[src/pbdaf_pkg.sv]
// Purpose: Shared constants and carriers for the port B/D override block
// Assumes: One I/O clock, combinational override evaluation
// Notes:   Pin indexes are fixed by the pin assignment of both ports
package pbdaf_pkg;
  localparam int PB_WIDTH       = 8;
  localparam int PD_WIDTH       = 7;
  // Port B pin positions
  localparam int PB_CMP_POS     = 0;
  localparam int PB_CMP_NEG     = 1;
  localparam int PB_T0_CMP_A    = 2;
  localparam int PB_T1_CMP_A    = 3;
  localparam int PB_T1_CMP_B    = 4;
  localparam int PB_SER_DATA    = 5;
  localparam int PB_SER_DOUT    = 6;
  localparam int PB_SER_CLK     = 7;
  // Port D pin positions
  localparam int PD_RX          = 0;
  localparam int PD_TX          = 1;
  localparam int PD_EXT_IRQ0    = 2;
  localparam int PD_EXT_IRQ1    = 3;
  localparam int PD_CNT_CLK_A   = 4;
  localparam int PD_CNT_CLK_B   = 5;
  localparam int PD_CAPTURE     = 6;
  // Clock-select positions inside a timer control field
  localparam int CLKSEL_BIT1    = 1;
  localparam int CLKSEL_BIT2    = 2;
  // Normal pull-up code {dir, port, global_off}
  localparam logic [2:0] PULLUP_CODE = 3'h2;
  // Overrides of one pin
  typedef struct packed {
    logic pullup_ovr_en;
    logic pullup_ovr_val;
    logic drive_ovr_en;
    logic drive_ovr_val;
    logic outval_ovr_en;
    logic outval_ovr_val;
    logic toggle_ovr_en;
    logic inen_ovr_en;
    logic inen_ovr_val;
  } pbdaf_ovr_t;
  // Resolved pad control of one pin
  typedef struct packed {
    logic pull_en;
    logic out_en;
    logic out_val;
    logic in_en;
  } pbdaf_pad_t;
endpackage

[src/pbdaf_pin.sv]
// Purpose: Resolve one pin's pad controls from port bits and overrides
// Assumes: Purely combinational, no state
// Notes:   Shared by all fifteen pins of ports B and D
`timescale 1ns/1ps
module pbdaf_pin (
  // Normal port controls
  input  wire logic               dir_bit,
  input  wire logic               port_bit,
  input  wire logic               global_pullup_off,
  input  wire logic               sleep_clamp,
  // Alternate-function overrides
  input  wire pbdaf_pkg::pbdaf_ovr_t ovr,
  // Resolved pad
  output      pbdaf_pkg::pbdaf_pad_t pad
);
  logic port_eff;
  // Toggle inverts the port bit before it meets the output mux
  always_comb begin
    port_eff    = port_bit ^ ovr.toggle_ovr_en;
    pad.pull_en = ovr.pullup_ovr_en ? ovr.pullup_ovr_val
                : ({dir_bit, port_bit, global_pullup_off} == pbdaf_pkg::PULLUP_CODE);
    pad.out_en  = ovr.drive_ovr_en ? ovr.drive_ovr_val : dir_bit;
    pad.out_val = pad.out_en & (ovr.outval_ovr_en ? ovr.outval_ovr_val : port_eff);
    pad.in_en   = ovr.inen_ovr_en ? ovr.inen_ovr_val : ~sleep_clamp;
  end
endmodule

[src/pbdaf_top.sv]
// Purpose: Alternate-function override logic for ports B and D
// Assumes: Peripherals present their override requests on plain ports
// Notes:   Output value reads zero whenever the driver is off
// Notes on behaviour
// - Pull-up follows override, else dir/port/off=010
// - Driver enable follows override, else direction bit
// - Value override replaces port bit; toggle inverts
// - Input enable override beats sleep clamp
// - Three-wire drives data out on B6 when output
// - B6 input keeps pull-up from port bit
// - Two-wire clock B7 drives low only
// - Two-wire data B5 drives low only
// - B7 input alive if start-irq or pin-change
// - Each B pin wakes on mask and enable
// - Timer1 compares reach B3, B4 via value override
// - Timer0 compares reach B2, D5 via value override
// - Capture enable keeps D6 input alive
// - Both upper clock-select bits enable count input
// - External interrupt enables keep D2, D3 alive
// - D2 outputs sync clock or system clock
// - Transmit forces D1 out; receive forces D0 in
// - Transmit/receive pins leave input override inactive
`timescale 1ns/1ps
module pbdaf_top #(
  parameter int PB_N = pbdaf_pkg::PB_WIDTH,
  parameter int PD_N = pbdaf_pkg::PD_WIDTH
) (
  // Clock and reset
  input  wire logic            ref_clk,
  input  wire logic            sys_rst,
  // Port registers and global controls
  input  wire logic [PB_N-1:0] dir_b,
  input  wire logic [PB_N-1:0] port_b,
  input  wire logic [PD_N-1:0] dir_d,
  input  wire logic [PD_N-1:0] port_d,
  input  wire logic            global_pullup_off,
  input  wire logic            sleep_clamp,
  // Serial interface
  input  wire logic            serif_mode_2w,
  input  wire logic            serif_mode_3w,
  input  wire logic            serif_clock_hold,
  input  wire logic            serif_clock_toggle,
  input  wire logic            serif_start_irq_en,
  input  wire logic            serif_data_out,
  input  wire logic            serif_sda_ovr,
  // Pin-change interrupts
  input  wire logic [PB_N-1:0] pin_change_src,
  input  wire logic            pin_change_irq_en,
  // Timer compare outputs
  input  wire logic            tmr1_cmp_a_en,
  input  wire logic            tmr1_cmp_a_out,
  input  wire logic            tmr1_cmp_b_en,
  input  wire logic            tmr1_cmp_b_out,
  input  wire logic            tmr0_cmp_a_en,
  input  wire logic            tmr0_cmp_a_out,
  input  wire logic            tmr0_cmp_b_en,
  input  wire logic            tmr0_cmp_b_out,
  // Timer inputs
  input  wire logic [2:0]      tmr0_control,
  input  wire logic [2:0]      tmr1_control,
  input  wire logic            capture_en,
  // External interrupts
  input  wire logic            ext_irq_zero_en,
  input  wire logic            ext_irq_one_en,
  // Clock outputs and sync clock input on D2
  input  wire logic            usart_sync_clock_en,
  input  wire logic            usart_sync_clock,
  input  wire logic            usart_sync_in_en,
  input  wire logic            sysclk_output_en,
  input  wire logic            sysclk_output,
  // USART
  input  wire logic            tx_en,
  input  wire logic            transmit_level,
  input  wire logic            rx_en,
  // Resolved pads
  output      logic [PB_N-1:0] pb_pullup,
  output      logic [PB_N-1:0] pb_out_en,
  output      logic [PB_N-1:0] pb_out_val,
  output      logic [PB_N-1:0] pb_in_en,
  output      logic [PD_N-1:0] pd_pullup,
  output      logic [PD_N-1:0] pd_out_en,
  output      logic [PD_N-1:0] pd_out_val,
  output      logic [PD_N-1:0] pd_in_en
);
  pbdaf_pkg::pbdaf_ovr_t ovr_b [PB_N];
  pbdaf_pkg::pbdaf_ovr_t ovr_d [PD_N];
  pbdaf_pkg::pbdaf_pad_t pad_b [PB_N];
  pbdaf_pkg::pbdaf_pad_t pad_d [PD_N];
  logic cnt_clk_a_en;
  logic cnt_clk_b_en;

  // Count clock input is selected by the two upper select bits
  function automatic logic ext_clk_sel(input logic [2:0] ctl);
    ext_clk_sel = ctl[pbdaf_pkg::CLKSEL_BIT2] & ctl[pbdaf_pkg::CLKSEL_BIT1];
  endfunction

  // An override with only the input-enable part active
  function automatic pbdaf_pkg::pbdaf_ovr_t inen_only(input logic keep);
    inen_only             = '0;
    inen_only.inen_ovr_en  = keep;
    inen_only.inen_ovr_val = 1'b1;
  endfunction

  // Port B overrides; pins 0/1 are analog, left to software
  always_comb begin
    cnt_clk_a_en = ext_clk_sel(tmr0_control);
    cnt_clk_b_en = ext_clk_sel(tmr1_control);
    for (int i = 0; i < PB_N; i++) begin
      ovr_b[i] = inen_only(pin_change_src[i] & pin_change_irq_en);
    end
    // Serial clock: open-drain in two-wire, start detect keeps it awake
    ovr_b[pbdaf_pkg::PB_SER_CLK].pullup_ovr_en  = serif_mode_2w;
    ovr_b[pbdaf_pkg::PB_SER_CLK].pullup_ovr_val = 1'b0;
    ovr_b[pbdaf_pkg::PB_SER_CLK].drive_ovr_en   = serif_mode_2w;
    ovr_b[pbdaf_pkg::PB_SER_CLK].drive_ovr_val  =
      (serif_clock_hold | port_b[pbdaf_pkg::PB_SER_CLK]) & dir_b[pbdaf_pkg::PB_SER_CLK];
    ovr_b[pbdaf_pkg::PB_SER_CLK].outval_ovr_en  = serif_mode_2w & dir_b[pbdaf_pkg::PB_SER_CLK];
    ovr_b[pbdaf_pkg::PB_SER_CLK].outval_ovr_val = 1'b0;
    ovr_b[pbdaf_pkg::PB_SER_CLK].toggle_ovr_en  = serif_clock_toggle;
    ovr_b[pbdaf_pkg::PB_SER_CLK].inen_ovr_en    =
      (pin_change_src[pbdaf_pkg::PB_SER_CLK] & pin_change_irq_en) | serif_start_irq_en;
    // Three-wire data out; pull-up stays with the normal logic
    ovr_b[pbdaf_pkg::PB_SER_DOUT].outval_ovr_en  = serif_mode_3w;
    ovr_b[pbdaf_pkg::PB_SER_DOUT].outval_ovr_val = serif_data_out;
    // Serial data: two-wire open-drain, three-wire untouched
    ovr_b[pbdaf_pkg::PB_SER_DATA].drive_ovr_en   = serif_mode_2w;
    ovr_b[pbdaf_pkg::PB_SER_DATA].drive_ovr_val  =
      (serif_sda_ovr | port_b[pbdaf_pkg::PB_SER_DATA]) & dir_b[pbdaf_pkg::PB_SER_DATA];
    ovr_b[pbdaf_pkg::PB_SER_DATA].outval_ovr_en  = serif_mode_2w & dir_b[pbdaf_pkg::PB_SER_DATA];
    ovr_b[pbdaf_pkg::PB_SER_DATA].outval_ovr_val = 1'b0;
    ovr_b[pbdaf_pkg::PB_SER_DATA].inen_ovr_en    =
      (pin_change_src[pbdaf_pkg::PB_SER_DATA] & pin_change_irq_en) | serif_start_irq_en;
    // Timer compare outputs need the direction bit set by software
    ovr_b[pbdaf_pkg::PB_T1_CMP_B].outval_ovr_en  = tmr1_cmp_b_en;
    ovr_b[pbdaf_pkg::PB_T1_CMP_B].outval_ovr_val = tmr1_cmp_b_out;
    ovr_b[pbdaf_pkg::PB_T1_CMP_A].outval_ovr_en  = tmr1_cmp_a_en;
    ovr_b[pbdaf_pkg::PB_T1_CMP_A].outval_ovr_val = tmr1_cmp_a_out;
    ovr_b[pbdaf_pkg::PB_T0_CMP_A].outval_ovr_en  = tmr0_cmp_a_en;
    ovr_b[pbdaf_pkg::PB_T0_CMP_A].outval_ovr_val = tmr0_cmp_a_out;
  end

  // Port D overrides
  always_comb begin
    for (int i = 0; i < PD_N; i++) begin
      ovr_d[i] = '0;
    end
    ovr_d[pbdaf_pkg::PD_CAPTURE]   = inen_only(capture_en);
    ovr_d[pbdaf_pkg::PD_CNT_CLK_B] = inen_only(cnt_clk_b_en);
    ovr_d[pbdaf_pkg::PD_CNT_CLK_B].outval_ovr_en  = tmr0_cmp_b_en;
    ovr_d[pbdaf_pkg::PD_CNT_CLK_B].outval_ovr_val = tmr0_cmp_b_out;
    ovr_d[pbdaf_pkg::PD_CNT_CLK_A] = inen_only(cnt_clk_a_en);
    ovr_d[pbdaf_pkg::PD_EXT_IRQ1]  = inen_only(ext_irq_one_en);
    ovr_d[pbdaf_pkg::PD_EXT_IRQ0]  = inen_only(ext_irq_zero_en | usart_sync_in_en);
    // Sync clock takes priority over the system clock output
    ovr_d[pbdaf_pkg::PD_EXT_IRQ0].outval_ovr_en  = usart_sync_clock_en | sysclk_output_en;
    ovr_d[pbdaf_pkg::PD_EXT_IRQ0].outval_ovr_val = usart_sync_clock_en ? usart_sync_clock : sysclk_output;
    // Transmit: forced output, no pull-up; input override stays off
    ovr_d[pbdaf_pkg::PD_TX].pullup_ovr_en  = tx_en;
    ovr_d[pbdaf_pkg::PD_TX].drive_ovr_en   = tx_en;
    ovr_d[pbdaf_pkg::PD_TX].drive_ovr_val  = 1'b1;
    ovr_d[pbdaf_pkg::PD_TX].outval_ovr_en  = tx_en;
    ovr_d[pbdaf_pkg::PD_TX].outval_ovr_val = transmit_level;
    // Receive: forced input, pull-up value as tabled
    ovr_d[pbdaf_pkg::PD_RX].pullup_ovr_en  = rx_en;
    ovr_d[pbdaf_pkg::PD_RX].pullup_ovr_val = port_d[pbdaf_pkg::PD_RX] & global_pullup_off;
    ovr_d[pbdaf_pkg::PD_RX].drive_ovr_en   = rx_en;
  end

  // One resolver per pin, no registers in the path
  for (genvar g = 0; g < PB_N; g++) begin : g_pb
    pbdaf_pin u_pin (
      .dir_bit           (dir_b[g]),
      .port_bit          (port_b[g]),
      .global_pullup_off (global_pullup_off),
      .sleep_clamp       (sleep_clamp),
      .ovr               (ovr_b[g]),
      .pad               (pad_b[g])
    );
    assign pb_pullup[g]  = pad_b[g].pull_en;
    assign pb_out_en[g]  = pad_b[g].out_en;
    assign pb_out_val[g] = pad_b[g].out_val;
    assign pb_in_en[g]   = pad_b[g].in_en;
  end
  for (genvar g = 0; g < PD_N; g++) begin : g_pd
    pbdaf_pin u_pin (
      .dir_bit           (dir_d[g]),
      .port_bit          (port_d[g]),
      .global_pullup_off (global_pullup_off),
      .sleep_clamp       (sleep_clamp),
      .ovr               (ovr_d[g]),
      .pad               (pad_d[g])
    );
    assign pd_pullup[g]  = pad_d[g].pull_en;
    assign pd_out_en[g]  = pad_d[g].out_en;
    assign pd_out_val[g] = pad_d[g].out_val;
    assign pd_in_en[g]   = pad_d[g].in_en;
  end

  // Checks, clocked only to sample the combinational outputs
  pullup_norm_a: assert property (@(posedge ref_clk) disable iff (sys_rst)
    (!serif_mode_2w && dir_b[0] == 1'b0) |-> pb_pullup[0] == (port_b[0] & ~global_pullup_off))
    else $error("Normal pull-up wrong on B0");
  clk_open_drain_a: assert property (@(posedge ref_clk) disable iff (sys_rst)
    serif_mode_2w |-> (!pb_pullup[7] && !pb_out_val[7]
      && pb_out_en[7] == ((serif_clock_hold | port_b[7]) & dir_b[7])))
    else $error("Two-wire clock not open drain");
  sda_open_drain_a: assert property (@(posedge ref_clk) disable iff (sys_rst)
    serif_mode_2w |-> (!pb_out_val[5] && pb_out_en[5] == ((serif_sda_ovr | port_b[5]) & dir_b[5])))
    else $error("Two-wire data not open drain");
  dout_drive_a: assert property (@(posedge ref_clk) disable iff (sys_rst)
    (serif_mode_3w && !serif_mode_2w && dir_b[6]) |-> (pb_out_en[6] && pb_out_val[6] == serif_data_out))
    else $error("Three-wire data out not driven");
  dout_pullup_a: assert property (@(posedge ref_clk) disable iff (sys_rst)
    (serif_mode_3w && !dir_b[6] && port_b[6] && !global_pullup_off) |-> pb_pullup[6])
    else $error("B6 pull-up lost in three-wire");
  pin_change_src_wake_a: assert property (@(posedge ref_clk) disable iff (sys_rst)
    (pin_change_irq_en && pin_change_src[2]) |-> pb_in_en[2])
    else $error("Pin-change input clamped");
  cnt_clk_wake_a: assert property (@(posedge ref_clk) disable iff (sys_rst)
    (tmr0_control[2:1] == 2'h3) |-> pd_in_en[4])
    else $error("Count clock input clamped");
  tx_force_a: assert property (@(posedge ref_clk) disable iff (sys_rst)
    tx_en |-> (pd_out_en[1] && !pd_pullup[1] && pd_out_val[1] == transmit_level))
    else $error("Transmit pin not forced");
  rx_force_a: assert property (@(posedge ref_clk) disable iff (sys_rst)
    rx_en |-> (!pd_out_en[0] && pd_pullup[0] == (port_d[0] & global_pullup_off)))
    else $error("Receive pin not forced");
  rx_sleep_a: assert property (@(posedge ref_clk) disable iff (sys_rst)
    sleep_clamp |-> (!pd_in_en[0] && !pd_in_en[1]))
    else $error("Serial pin input ignores sleep");
  capture_wake_a: assert property (@(posedge ref_clk) disable iff (sys_rst)
    $rose(capture_en) |-> pd_in_en[6])
    else $error("Capture input clamped");
  drive_norm_a: assert property (@(posedge ref_clk) disable iff (sys_rst)
    pb_out_en[4] == dir_b[4])
    else $error("B4 driver ignores direction bit");
  clk_dir_a: assert property (@(posedge ref_clk) disable iff (sys_rst)
    !serif_mode_2w |-> pb_out_en[7] == dir_b[7])
    else $error("B7 driver ignores direction bit");
  value_norm_a: assert property (@(posedge ref_clk) disable iff (sys_rst)
    (dir_b[4] && !tmr1_cmp_b_en) |-> pb_out_val[4] == port_b[4])
    else $error("B4 value not from port bit");
  toggle_inv_a: assert property (@(posedge ref_clk) disable iff (sys_rst)
    (serif_mode_3w && !serif_mode_2w && dir_b[7] && serif_clock_toggle) |-> pb_out_val[7] == !port_b[7])
    else $error("Toggle does not invert B7");
  off_value_a: assert property (@(posedge ref_clk) disable iff (sys_rst)
    !pd_out_en[5] |-> !pd_out_val[5])
    else $error("Value shown with driver off");
  awake_inputs_a: assert property (@(posedge ref_clk) disable iff (sys_rst)
    !sleep_clamp |-> (&pb_in_en && &pd_in_en))
    else $error("Input clamped while awake");
  sleep_clamp_a: assert property (@(posedge ref_clk) disable iff (sys_rst)
    (sleep_clamp && !pin_change_irq_en) |-> pb_in_en[4:0] == 5'h00)
    else $error("Sleep clamp ignored on B0-B4");
  dout_input_a: assert property (@(posedge ref_clk) disable iff (sys_rst)
    (serif_mode_3w && !serif_mode_2w && !dir_b[6]) |-> (!pb_out_en[6] && !pb_out_val[6]))
    else $error("B6 driven while input");
  sck_start_a: assert property (@(posedge ref_clk) disable iff (sys_rst)
    (serif_mode_3w && serif_start_irq_en) |-> pb_in_en[7])
    else $error("Serial clock input clamped");
  sck_pin_change_src_a: assert property (@(posedge ref_clk) disable iff (sys_rst)
    (pin_change_irq_en && pin_change_src[7]) |-> pb_in_en[7])
    else $error("B7 pin-change input clamped");
  pin_change_src_all_a: assert property (@(posedge ref_clk) disable iff (sys_rst)
    pin_change_irq_en |-> (pb_in_en & pin_change_src) == pin_change_src)
    else $error("Masked pin-change input clamped");
  cmp1a_out_a: assert property (@(posedge ref_clk) disable iff (sys_rst)
    (dir_b[3] && tmr1_cmp_a_en) |-> pb_out_val[3] == tmr1_cmp_a_out)
    else $error("Timer1 compare A missing on B3");
  cmp1b_out_a: assert property (@(posedge ref_clk) disable iff (sys_rst)
    (dir_b[4] && tmr1_cmp_b_en) |-> pb_out_val[4] == tmr1_cmp_b_out)
    else $error("Timer1 compare B missing on B4");
  cmp0a_out_a: assert property (@(posedge ref_clk) disable iff (sys_rst)
    (dir_b[2] && tmr0_cmp_a_en) |-> pb_out_val[2] == tmr0_cmp_a_out)
    else $error("Timer0 compare A missing on B2");
  cmp0b_out_a: assert property (@(posedge ref_clk) disable iff (sys_rst)
    (dir_d[5] && tmr0_cmp_b_en) |-> pd_out_val[5] == tmr0_cmp_b_out)
    else $error("Timer0 compare B missing on D5");
  capture_held_a: assert property (@(posedge ref_clk) disable iff (sys_rst)
    capture_en |-> pd_in_en[6])
    else $error("Capture input clamped while enabled");
  cnt_clk_b_a: assert property (@(posedge ref_clk) disable iff (sys_rst)
    (tmr1_control[2:1] == 2'h3) |-> pd_in_en[5])
    else $error("Second count clock input clamped");
  cnt_clk_off_a: assert property (@(posedge ref_clk) disable iff (sys_rst)
    (sleep_clamp && tmr0_control[2:1] != 2'h3) |-> !pd_in_en[4])
    else $error("Unused count clock input kept awake");
  irq_one_a: assert property (@(posedge ref_clk) disable iff (sys_rst)
    ext_irq_one_en |-> pd_in_en[3])
    else $error("External irq one input clamped");
  irq_zero_a: assert property (@(posedge ref_clk) disable iff (sys_rst)
    ext_irq_zero_en |-> pd_in_en[2])
    else $error("External irq zero input clamped");
  sync_clk_a: assert property (@(posedge ref_clk) disable iff (sys_rst)
    (dir_d[2] && usart_sync_clock_en) |-> pd_out_val[2] == usart_sync_clock)
    else $error("Sync clock missing on D2");
  sysclk_out_a: assert property (@(posedge ref_clk) disable iff (sys_rst)
    (dir_d[2] && !usart_sync_clock_en && sysclk_output_en) |-> pd_out_val[2] == sysclk_output)
    else $error("System clock missing on D2");
  pullup_d0_a: assert property (@(posedge ref_clk) disable iff (sys_rst)
    !rx_en |-> pd_pullup[0] == (!dir_d[0] && port_d[0] && !global_pullup_off))
    else $error("Normal pull-up wrong on D0");
endmodule

[config.mk]
export PLATFORM = sky130hd
export DESIGN_NAME = pbdaf_top
export DESIGN_NICKNAME = d
export VERILOG_FILES = /design/src/pbdaf_pkg.sv /design/src/pbdaf_pin.sv /design/src/pbdaf_top.sv
export SDC_FILE = /design/constraint.sdc
export NUM_CORES = 1
export LEC_CHECK = 0
export BUFFER_PORTS_ARGS = -buffer_cell sky130_fd_sc_hd__buf_4
export CAP_MARGIN = 0
export CORE_MARGIN = 3
export CORE_UTILIZATION = 23
export DETAILED_ROUTE_END_ITERATION = 8
export PLACE_DENSITY_LB_ADDON = 0.15
export SLEW_MARGIN = 5
export SYNTH_ARGS = -nofsm -noshare
export SYNTH_HDL_FRONTEND = slang
export SYNTH_SLANG_ARGS = --single-unit
[constraint.sdc]
create_clock -name vclk -period 0.8
set_input_delay 0.12 -clock vclk [all_inputs]
set_output_delay 0.12 -clock vclk [all_outputs]
set_load 0.02 [all_outputs]
**After elaboration in Yosys (flattened, before gate mapping)**

Cells that the tools add are included.

- Multiplexer cells: 30
- Equal/unequal tests: 15
- Bitwise logic cells: 38

Operator list:

| kind | count |
|---|---|
| $eq 3x2->1 const B | 15 |
| $and 1x1->1 | 30 |
| $mux 1 | 30 |
| $or 1x1->1 | 6 |
| $not 1->1 | 1 |
| $xor 1x1->1 | 1 |

- Output and inout bits: 60
- Register bits: 0
- Word-level logic and storage cells: 83
- Input port bits: 75

**Depth between registers and ports, before layout**

Gate-level depths: netlist (run 1).

- Word-level depth: 4
- Depth in mapped cells: 3
- Gate-level depth less buffers: 2

**By module**

Synthesis (run 1) repeated with hierarchy kept, for this count alone.

- Cell total of the unflattened synthesis: 155
- Area total of the unflattened synthesis: 1222.4 um^2

By module, submodules not included:

| module | times used | area each (um^2) | sequential area each (um^2) | cells an instance |
|---|---|---|---|---|
| pbdaf_pin | 15 | 72.6 | 0.0 | 9 |
| pbdaf_top | 1 | 133.9 | 0.0 | 20 |

**Least setup slack after synthesis (run 1)**

No wires, ideal clock.

- Path kind: input port to output port
- Start point: input dir_d[1]
- End point: output pd_pullup[1]
- Path buffers: 0
- Path slack: -0.358 ns
- Data arrival time: 1.038 ns
- Stages: 2
- Required time: 0.680 ns
- Path through: or2_2 > nor3b_1

- Word-level cells in the longest chain between the ends: 2

RTL lines:

| what | line | text |
|---|---|---|
| start, declared | pbdaf_top.sv:34 | `input wire logic [PD_N-1:0] dir_d,` |
| $eq 3x2->1 | pbdaf_pin.sv:21 | `: ({dir_bit, port_bit, global_pullup_off} == pbdaf_pkg::PULLUP_CODE);` |
| $mux 1 | pbdaf_pin.sv:20 | `pad.pull_en = ovr.pullup_ovr_en ? ovr.pullup_ovr_val` |
| end, declared | pbdaf_top.sv:80 | `output logic [PD_N-1:0] pd_pullup,` |

No other way between the ends.

**Final worst setup path (run 1)**

- Start point: input rx_en
- End point: output pd_pullup[0]

- Word-level cells in the longest chain between the ends: 1

RTL lines:

| what | line | text |
|---|---|---|
| start, declared | pbdaf_top.sv:74 | `input wire logic rx_en,` |
| $mux 1 | pbdaf_pin.sv:20 |  |

No other way between the ends.

==> reports/metrics.cfg, run 1 <==
[grt]
grt_start_max_net_pins=11
grt_pass1_wl_mm=4.56
antenna_found_initial=0
first_global_vias=1072
globalRouteOverflowTotal=0
grt_use_total_pct=20.7

[final_layout]
nets=290
seq_cells=0
final_core_util_pct=85.4
antennaDiodeCount=0
layout-drive-gt1-share_pct=77.5
syn2layout_area_growth_pct=230
register_area_um2=0
clock_buffers=0

[worst_setup_path]
path_depth=4
endpoint=pd_pullup[0]
path_buf_inv=2
path_delay_family=simple AND/OR/NAND/NOR gates
start_kind=primary input
criticalPathCategory=in -> out
startpoint=rx_en
cp_cell_sequence=buf_8 > or3_4 > a21boi_4 > buf_6
max_stage_delay_ns=0.40
crit_path_max_fanout=2
cp.required_ns=0.68
crit_path_end_kind=output port
cp_slowest_cell=or3_4
cp.arrival_ns=0.93

[timing]
worstMarginPinSlew_ns=0.177
rsz0062_at_grt=yes
hold-worst-slack_ns=0.466
fin_crit_sh_pct=131
slew_headroom_pct=87.9
post-route-min-period_ns=1.05
max_freq_mhz=956
timing.final.ws_setup_ns=-0.246
hold_viol=0
final_max_slew_viol_count=0
finalSetupTns_ns=-1.04
finalSetupViolations=14

[route]
via_per_inst=4.75
drtPass1Iterations=4
drtIter0Drc=15
drc_errors=0
wl_mm=3.89
drt-wirelength-per-cell_um=16.2
vias=1141
detail-route-antenna-nets=0

[clock_network]
cts_hold_buf=0

[place]
gp_congestion=0.649
dp_hpwl_mm=2.76
io_buffers=131

[floorplan]
die-area_mm2=0.00299
std_cell_rows=16
start_util_pct=25.9
io_pins=135
die_y_um=54.6
core_area_mm2=0.00210
fp.dieW_um=54.6

[yosys]
syn_area_um2=544
avgSynthCellArea_um2=6.26
yosysWarnings=0
synth_nets=162
syn_inst=87
yosysUniqueCellTypes=20
yosysSeqAreaShare_pct=0

[worst_hold_path]
hp-class=in -> out

[power]
p_per_area_mw_per_mm2=621
vdd_drop_max_v=0.000471
p_leak_uw=0.000970
p_total_uw=1110

[status]
status=finished, violations left
failed_checks=negative setup slack

[run]
drv_cap=0

==> synthesized netlist by cell type (2+ instances only) <==
library cell | count | area share, %
nand2_1 | 23 | 16
nor3b_1 | 13 | 18
o31a_1 | 2 | 3.2
clkbuf_1 | 2 | 1.4
and2_1 | 6 | 6.9
inv_1 | 2 | 1.4
buf_4 | 12 | 17
and3_1 | 2 | 2.3
nor2b_1 | 7 | 8.0
or3_1 | 2 | 2.3
mux2i_1 | 5 | 9.2
nand2b_1 | 3 | 3.4
==> kinds of logic (layout without fill, tap and decap cells) <==
group                     after synthesis  in the layout  share of synthesized area (%)
AOI/OAI and AO/OA                       5              5                           7.36
xor gates and xnor gates                1              1                           1.61
buffers and inverters                  17            143                           20.2
muxes                                   6              6                           11.3
and+or+nand+nor                        58             58                           59.5
==> routing by layer <==
metal  track usage [%]  wire, um  vias to the layer above
met5                 0         0                        -
met4                 0        51                        0
met3              5.99       407                        6
met2              46.7      2230                       69
met1              17.8      1200                      536
li1                  -         -                      530
==> repair_timing <==
item | CTS | global route
gates resized for setup | 29 | 17
pin swaps | 22 | 2
setup buffers | 0 | 1
setup endpoints to repair | 23 | 24
endpoints found under the hold margin | 0 | 0
gates cloned | 1 | 0
==> cell type report <==
class | instances | area [um2]
repair buffers | 141 | 1190
multi-input cells | 70 | 566
fillers | 119 | 307
well taps | 27 | 33.8
inverters | 2 | 7.51
==> metrics by stage <==
| stage | setup WS, ns | cells | instance area (um2) |
|---|---|---|---|
| finish | -0.246 | 240 | 1800 |
| global route | -0.264 | 240 | 1800 |
| CTS | -0.193 | 239 | 1720 |
| detailed placement | -0.256 | 238 | 1590 |
| global placement | -0.251 | 238 | 1590 |
| floorplan | -0.168 | 87 | 611 |
==> power by group <==
part	internal, uW	switching (uW)
Sequential	0	0
Clock	0	0
Combinational	620	494
Total	620	494
==> cell usage in the layout, fill, tap and decap left out, drive strengths merged <==
cell / netlist / layout
mux2i: 5 / 5
mux2: 1 / 1
o211a: 1 / 1
or3: 2 / 2
buf: 13 / 141
a21boi: 1 / 1
o31a: 2 / 2
nor2b: 7 / 7
inv: 2 / 2
xor2: 1 / 1
nor3b: 13 / 13
and2: 6 / 6
nand2: 23 / 23
o21ai: 1 / 1
or2: 1 / 1
and3: 2 / 2
nor4b: 1 / 1
nand2b: 3 / 3
==> worst min path at each step <==
stage                     cells after the start           end  slack (ns)      from
final                                         2  pb_out_en[1]        0.47  dir_b[1]
after global routing                          2  pb_out_en[1]        0.47  dir_b[1]
after CTS                                     2  pb_out_en[1]        0.46  dir_b[1]
after detailed placement                      2  pb_out_en[0]        0.46  dir_b[0]
after global placement                        2  pb_out_en[0]        0.45  dir_b[0]
after floorplan                               1  pd_out_en[0]        0.29     rx_en
Power figures use the tool's default switching activity.
==> run 2: changes to the inputs <==
==> constraint.sdc (replaced) <==
create_clock -name vclk -period 0.8
set_input_delay 0.2 -clock vclk [all_inputs]
set_output_delay 0.2 -clock vclk [all_outputs]
set_load 0.02 [all_outputs]
==> run 2 against run 1 <==
The flow now stops in clock tree synthesis (4_1_cts). Synthesized area unchanged. Synthesized cell count stayed put.
==> reports/metrics.cfg, run 2 <==
[floorplan]
io_pins=135  ; unchanged
die_y_um=54.6  ; unchanged
std_cell_rows=16  ; unchanged
start_util_pct=25.9  ; unchanged
fp.dieW_um=54.6  ; unchanged

[yosys]
synth_top_area_cell=nor3b_1  ; unchanged
synth_area_leaders=nor3b_1, buf_4, nand2_1  ; unchanged
synth_nets=162  ; unchanged
syn_inst=87  ; unchanged
synth_simple_gate_area_share_pct=59.5  ; unchanged
syn_area_um2=544  ; unchanged
synth_top_family_by_area=simple AND/OR/NAND/NOR gates  ; unchanged
yosysMostFrequentCell=nand2_1  ; unchanged
synth_top_area_share_pct=17.9  ; unchanged
avgSynthCellArea_um2=6.26  ; unchanged
muxShareOfSynthArea_pct=11.3  ; unchanged
yosysUniqueCellTypes=20  ; unchanged
netlist_top_cells_count=nand2_1, nor3b_1, buf_4  ; unchanged
yosysWarnings=0  ; unchanged
yosysSeqAreaShare_pct=0  ; unchanged
synth_compound_area_share_pct=7.36  ; unchanged
synth_xor_area_share_pct=1.61  ; unchanged
synthAdderAreaFrac_pct=0  ; unchanged

[place]
placed_cells=237  ; was 238
io_buffers=131  ; unchanged
gp_congestion=0.715  ; was 0.649
dp_hpwl_mm=3.02  ; was 2.76 mm

[status]
status=aborted with a tool error  ; was finished, violations left
stop_stage=clock tree synthesis (4_1_cts)
stop_error=[ERROR DPL-0038] Utilization greater than 100%, impossible to legalize

[clock_network]
cts_repair_resize_count=105  ; was 29
postCtsSetupBuffers=1  ; was 0
cts_hold_buf=0  ; unchanged

[run 2: logic make-up after synthesis]
logic type	after synthesis
AND/OR/NAND/NOR	58
buffers and inverters	17
multiplexers	6
AO/OA/AOI/OAI	5
XOR/XNOR	1
[run 2: metrics by stage]
step           setup TNS (ns)  cell area, um2  utilization (%)  hold WS [ns]  setup WS (ns)
2_1_floorplan          -0.711             764                -         0.434         -0.198
3_3_place_gp            -6.92            1710             81.5         0.622         -0.390
3_5_place_dp            -7.60            1710             81.5         0.624         -0.429
==> run 3: changes to the inputs <==
--- a/config.mk
+++ b/config.mk
@@ -7,9 +7,9 @@
 export LEC_CHECK = 0
 export BUFFER_PORTS_ARGS = -buffer_cell sky130_fd_sc_hd__buf_4
 export CAP_MARGIN = 0
-export CORE_MARGIN = 3
-export CORE_UTILIZATION = 23
+export CORE_AREA = 3 3 64 66
 export DETAILED_ROUTE_END_ITERATION = 8
+export DIE_AREA = 0 0 67 69
 export PLACE_DENSITY_LB_ADDON = 0.15
 export SLEW_MARGIN = 5
 export SYNTH_ARGS = -nofsm -noshare
==> run 3 against run 2 <==
The flow now finishes, with violations (negative setup slack).
==> reports/metrics.cfg, run 3 (synthesized netlist as in run 1, its figures left out) <==
[status]
status=finished, violations left  ; was aborted with a tool error
failed_checks=negative setup slack

[final_layout]
syn2layout_area_growth_pct=317
clock_buffers=0
antennaDiodeCount=0
final_common_cell=buf_6
most-common-layout-cells=buf_6, buf_4, nor3b_4
nets=292
register_area_um2=0
seq_cells=0
layout-drive-gt1-share_pct=91.6

[route]
detail-route-antenna-nets=0
vias=1134
drc_errors=0
wl_mm=3.65
via_per_inst=4.31
drtIter0Drc=8
drt-wirelength-per-cell_um=13.9
drtPass1Iterations=4

[timing]
finalSetupViolations=42
post-route-min-period_ns=1.14
final_max_slew_viol_count=0
hold_viol=0
max_freq_mhz=874
slew_headroom_pct=88.1
fin_crit_sh_pct=143
rsz0062_at_grt=yes
finalSetupTns_ns=-5.94
worstMarginPinSlew_ns=0.173
timing.final.ws_setup_ns=-0.344

[floorplan]
die-area_mm2=0.00462
io_pins=135  ; unchanged
std_cell_rows=22  ; was 16
core_area_mm2=0.00363
fp.dieW_um=67  ; was 54.6 um
start_util_pct=15.0  ; was 25.9%
die_y_um=69  ; was 54.6 um

[grt]
grt_start_max_net_pins=9
grt_pass1_wl_mm=5.55
first_global_vias=1166
antenna_found_initial=0
grt_use_total_pct=14.7
globalRouteOverflowTotal=0

[clock_network]
cts_hold_buf=0  ; unchanged

[worst_setup_path]
cp_slowest_cell=or3_4
cp.required_ns=0.60
start_kind=primary input
cp.arrival_ns=0.94
cp_cell_sequence=buf_8 > or3_4 > a21boi_4 > buf_6
criticalPathCategory=in -> out
crit_path_end_kind=output port
max_stage_delay_ns=0.39
crit_path_max_fanout=2

[place]
io_buffers=131  ; unchanged
gp_congestion=0.686  ; was 0.715
dp_hpwl_mm=2.88  ; was 3.02 mm

[worst_hold_path]
holdPathStages=2
min_to=pd_out_en[3]
hp-class=in -> out
hold_start=dir_d[3]

[power]
p_per_area_mw_per_mm2=597
p_total_uw=1360
p_leak_uw=0.00114
vdd_drop_max_v=0.000314

[run]
drv_cap=0

==> run 3: worst max-delay path by stage <==
| stage | from | endpoint | slack, ns | cells past startpoint |
|---|---|---|---|---|
| 3_5_place_dp | global_pullup_off | pd_pullup[0] | -0.42 | 4 |
| 5_1_grt | rx_en | pd_pullup[0] | -0.37 | 4 |
| 3_3_place_gp | global_pullup_off | pd_pullup[0] | -0.41 | 4 |
| 2_1_floorplan | global_pullup_off | pd_pullup[0] | -0.20 | 2 |
| 6_report | rx_en | pd_pullup[0] | -0.34 | 4 |
| 4_1_cts | rx_en | pd_pullup[0] | -0.35 | 4 |
==> run 3: timing repair <==
item                       CTS  global route
pin swaps                   19             8
resized for setup          107            20
setup endpoints to repair   49            47
setup buffers                1             3
cloned                       2             0
==> run 3: report_power, final <==
group	internal (uW)	switching (uW)	total (uW)
Clock	0	0	0
Combinational	799	558	1360
Sequential	0	0	0
==> run 3: cell type report <==
type               count  area (um2)
fillers              305        1360
inverters              2        10.0
multi-input cells     70         767
well taps             48        60.1
repair buffers       143        1440
==> run 3: worst max-delay path: cells and delay by family <==
kind | cells | cell delay [ns]
compound gates | 1 | 0.13
buf+inv | 2 | 0.23
simple gates | 1 | 0.39
==> run 3: metal layers <==
| metal | wire [um] | up-vias | GRT usage, % |
|---|---|---|---|
| met1 | 1020 | 524 | 13.8 |
| met2 | 2220 | 72 | 32.5 |
| met3 | 415 | 0 | 2.28 |
| met5 | 0 | - | 0 |
| li1 | - | 538 | - |
| met4 | 0 | 0 | 0 |
==> run 3: metrics by stage <==
step	setup slack (ns)	utilization (%)	cell area [um2]	hold slack, ns	std cells
6_report	-0.344	62.5	2270	0.617	263
5_1_grt	-0.372	62.5	2270	0.623	263
4_1_cts	-0.348	60.6	2200	0.620	262
3_5_place_dp	-0.419	48.1	1750	0.622	259
3_3_place_gp	-0.408	48.1	1750	0.622	259
2_1_floorplan	-0.198	-	764	0.434	87
==> run 4: changes to the inputs <==
--- a/config.mk
+++ b/config.mk
@@ -5,7 +5,7 @@
 export SDC_FILE = /design/constraint.sdc
 export NUM_CORES = 1
 export LEC_CHECK = 0
-export BUFFER_PORTS_ARGS = -buffer_cell sky130_fd_sc_hd__buf_4
+export BUFFER_PORTS_ARGS = -buffer_cell sky130_fd_sc_hd__buf_2
 export CAP_MARGIN = 0
 export CORE_AREA = 3 3 64 66
 export DETAILED_ROUTE_END_ITERATION = 8
@@ -15,3 +15,4 @@
 export SYNTH_ARGS = -nofsm -noshare
 export SYNTH_HDL_FRONTEND = slang
 export SYNTH_SLANG_ARGS = --single-unit
+export TNS_END_PERCENT = 1
==> run 4 against run 3 <==
The run still ends with negative setup slack left. Via count decreased by 8.1%. Design area fell by 29%. Critical endpoint unchanged. First-iteration DRC count decreased by 88%.
==> reports/metrics.cfg, run 4 (synthesized netlist as in run 1, its figures left out) <==
[worst_hold_path]
hold_start=dir_b[0]  ; was dir_d[3]
hp-class=in -> out  ; unchanged

[timing]
hold_viol=0  ; unchanged
fin_crit_sh_pct=141  ; was 143%
post-route-min-period_ns=1.13  ; was 1.14 ns
max_freq_mhz=884  ; was 874 MHz
hold-worst-slack_ns=0.658  ; was 0.617 ns
finalSetupViolations=43  ; was 42
finalSetupTns_ns=-4.66  ; was -5.94 ns
slew_headroom_pct=86.1  ; was 88.1%
rsz0062_at_grt=yes  ; unchanged
timing.final.ws_setup_ns=-0.332  ; was -0.344 ns
final_max_slew_viol_count=0  ; unchanged
worstMarginPinSlew_ns=0.208  ; was 0.173 ns

[floorplan]
die_y_um=69  ; unchanged
io_pins=135  ; unchanged
start_util_pct=15.0  ; unchanged
fp.dieW_um=67  ; unchanged
std_cell_rows=22  ; unchanged
die-area_mm2=0.00462  ; unchanged
core_area_mm2=0.00363  ; unchanged

[route]
detail-route-antenna-nets=0  ; unchanged
drtIter0Drc=1  ; was 8
wl_mm=2.89  ; was 3.65 mm
vias=1042  ; was 1,134
drt-wirelength-per-cell_um=11.3  ; was 13.9 um
drtPass1Iterations=2  ; was 4
drc_errors=0  ; unchanged
via_per_inst=4.07  ; was 4.31

[grt]
antenna_found_initial=0  ; unchanged
grt_pass1_wl_mm=4.19  ; was 5.55 mm
grt_use_total_pct=10.6  ; was 14.7%
grt_start_max_net_pins=15  ; was 9
first_global_vias=977  ; was 1,166
globalRouteOverflowTotal=0  ; unchanged

[worst_setup_path]
cp.required_ns=0.60  ; about the same
path_delay_family=simple AND/OR/NAND/NOR gates  ; unchanged
crit_top_cell=buf_6
cp_slowest_cell=or3_4  ; unchanged
cp.arrival_ns=0.93  ; was 0.94 ns
criticalPathCategory=in -> out  ; unchanged
cp_cell_sequence=buf_6 > or3_4 > a21boi_4 > buf_6  ; was buf_8 > or3_4 > a21boi_4 > buf_6
crit_path_max_fanout=2  ; unchanged
startpoint=rx_en  ; unchanged
path_buf_inv=2  ; unchanged
crit_path_end_kind=output port  ; unchanged
max_stage_delay_ns=0.38  ; was 0.39 ns
start_kind=primary input  ; unchanged

[power]
p_leak_uw=0.000893  ; was 0.00114 uW
p_per_area_mw_per_mm2=592  ; was 597 mW/mm2
p_total_uw=958  ; was 1360 uW
vdd_drop_max_v=0.000240  ; was 0.000314 V

[final_layout]
clock_buffers=0  ; unchanged
most-common-layout-cells=buf_2, buf_6, buf_4  ; was buf_6, buf_4, nor3b_4
register_area_um2=0  ; unchanged
fin_area_mm2=0.00162  ; was 0.00227 mm2
seq_cells=0  ; unchanged
layout-drive-gt1-share_pct=78.4  ; was 91.6%
final_common_cell=buf_2  ; was buf_6
nets=285  ; was 292
antennaDiodeCount=0  ; unchanged
syn2layout_area_growth_pct=197  ; was 317%

[run]
drv_cap=0  ; unchanged

[status]
failed_checks=negative setup slack  ; unchanged
status=finished, violations left  ; unchanged

[place]
dp_hpwl_mm=2.37  ; was 2.88 mm
gp_congestion=0.683  ; was 0.686
placed_area_mm2=0.00128  ; was 0.00175 mm2
io_buffers=131  ; unchanged

[clock_network]
cts_hold_buf=0  ; unchanged

==> run 4: cell types whose count changed in the layout (fill, tap and decap cells not counted), moves of 7 or more <==
cell     before  now
nor3b_2       2   12
nor3b_4      11    1
buf_6        71   33
nand2_4       7    0
buf_4        63   22
nand2_1      10   19
buf_2         0   78
==> run 4: per-layer routing <==
| layer | global-route usage (%) | vias to the layer above | part of all wire (%) |
|---|---|---|---|
| met5 | 0 | - | 0 |
| met4 | 0 | 0 | 0 |
| met3 | 1.30 | 0 | 13 |
| met2 | 23.5 | 65 | 57 |
| met1 | 10.2 | 454 | 30 |
| li1 | - | 523 | - |
==> run 4: worst paths after layout <==
path / slack [ns] / cells past startpoint / end
max: -0.33 / 4 / pd_pullup[0]
min: 0.66 / 2 / pb_out_en[0]
==> run 4: through the flow <==
stage / worst slack (ns) / instances / utilization (%)
final: -0.332 / 256 / 44.5
after global routing: -0.388 / 256 / 44.5
after floorplan: -0.198 / 87 / -
after global placement: -0.416 / 256 / 35.2
after CTS: -0.343 / 256 / 41.5
after detailed placement: -0.413 / 256 / 35.2
==> run 4: area by class of cell <==
class / instances / area [um2]
Fill cell: 394 / 2020
Timing Repair Buffer: 136 / 977
Multi-Input combinational cell: 70 / 567
Tap cell: 48 / 60.1
Inverter: 2 / 12.5
==> run 4: repair_timing <==
item / CTS / global route
cloned: 0 / 0
gates resized for setup: 70 / 29
pin swaps: 14 / 5
setup endpoints to repair: 48 / 50
setup buffers: 0 / 0
==> run 4: where the power goes <==
group	total, uW	internal [uW]	switching, uW
Sequential	0	0	0
Combinational	958	504	454
Clock	0	0	0
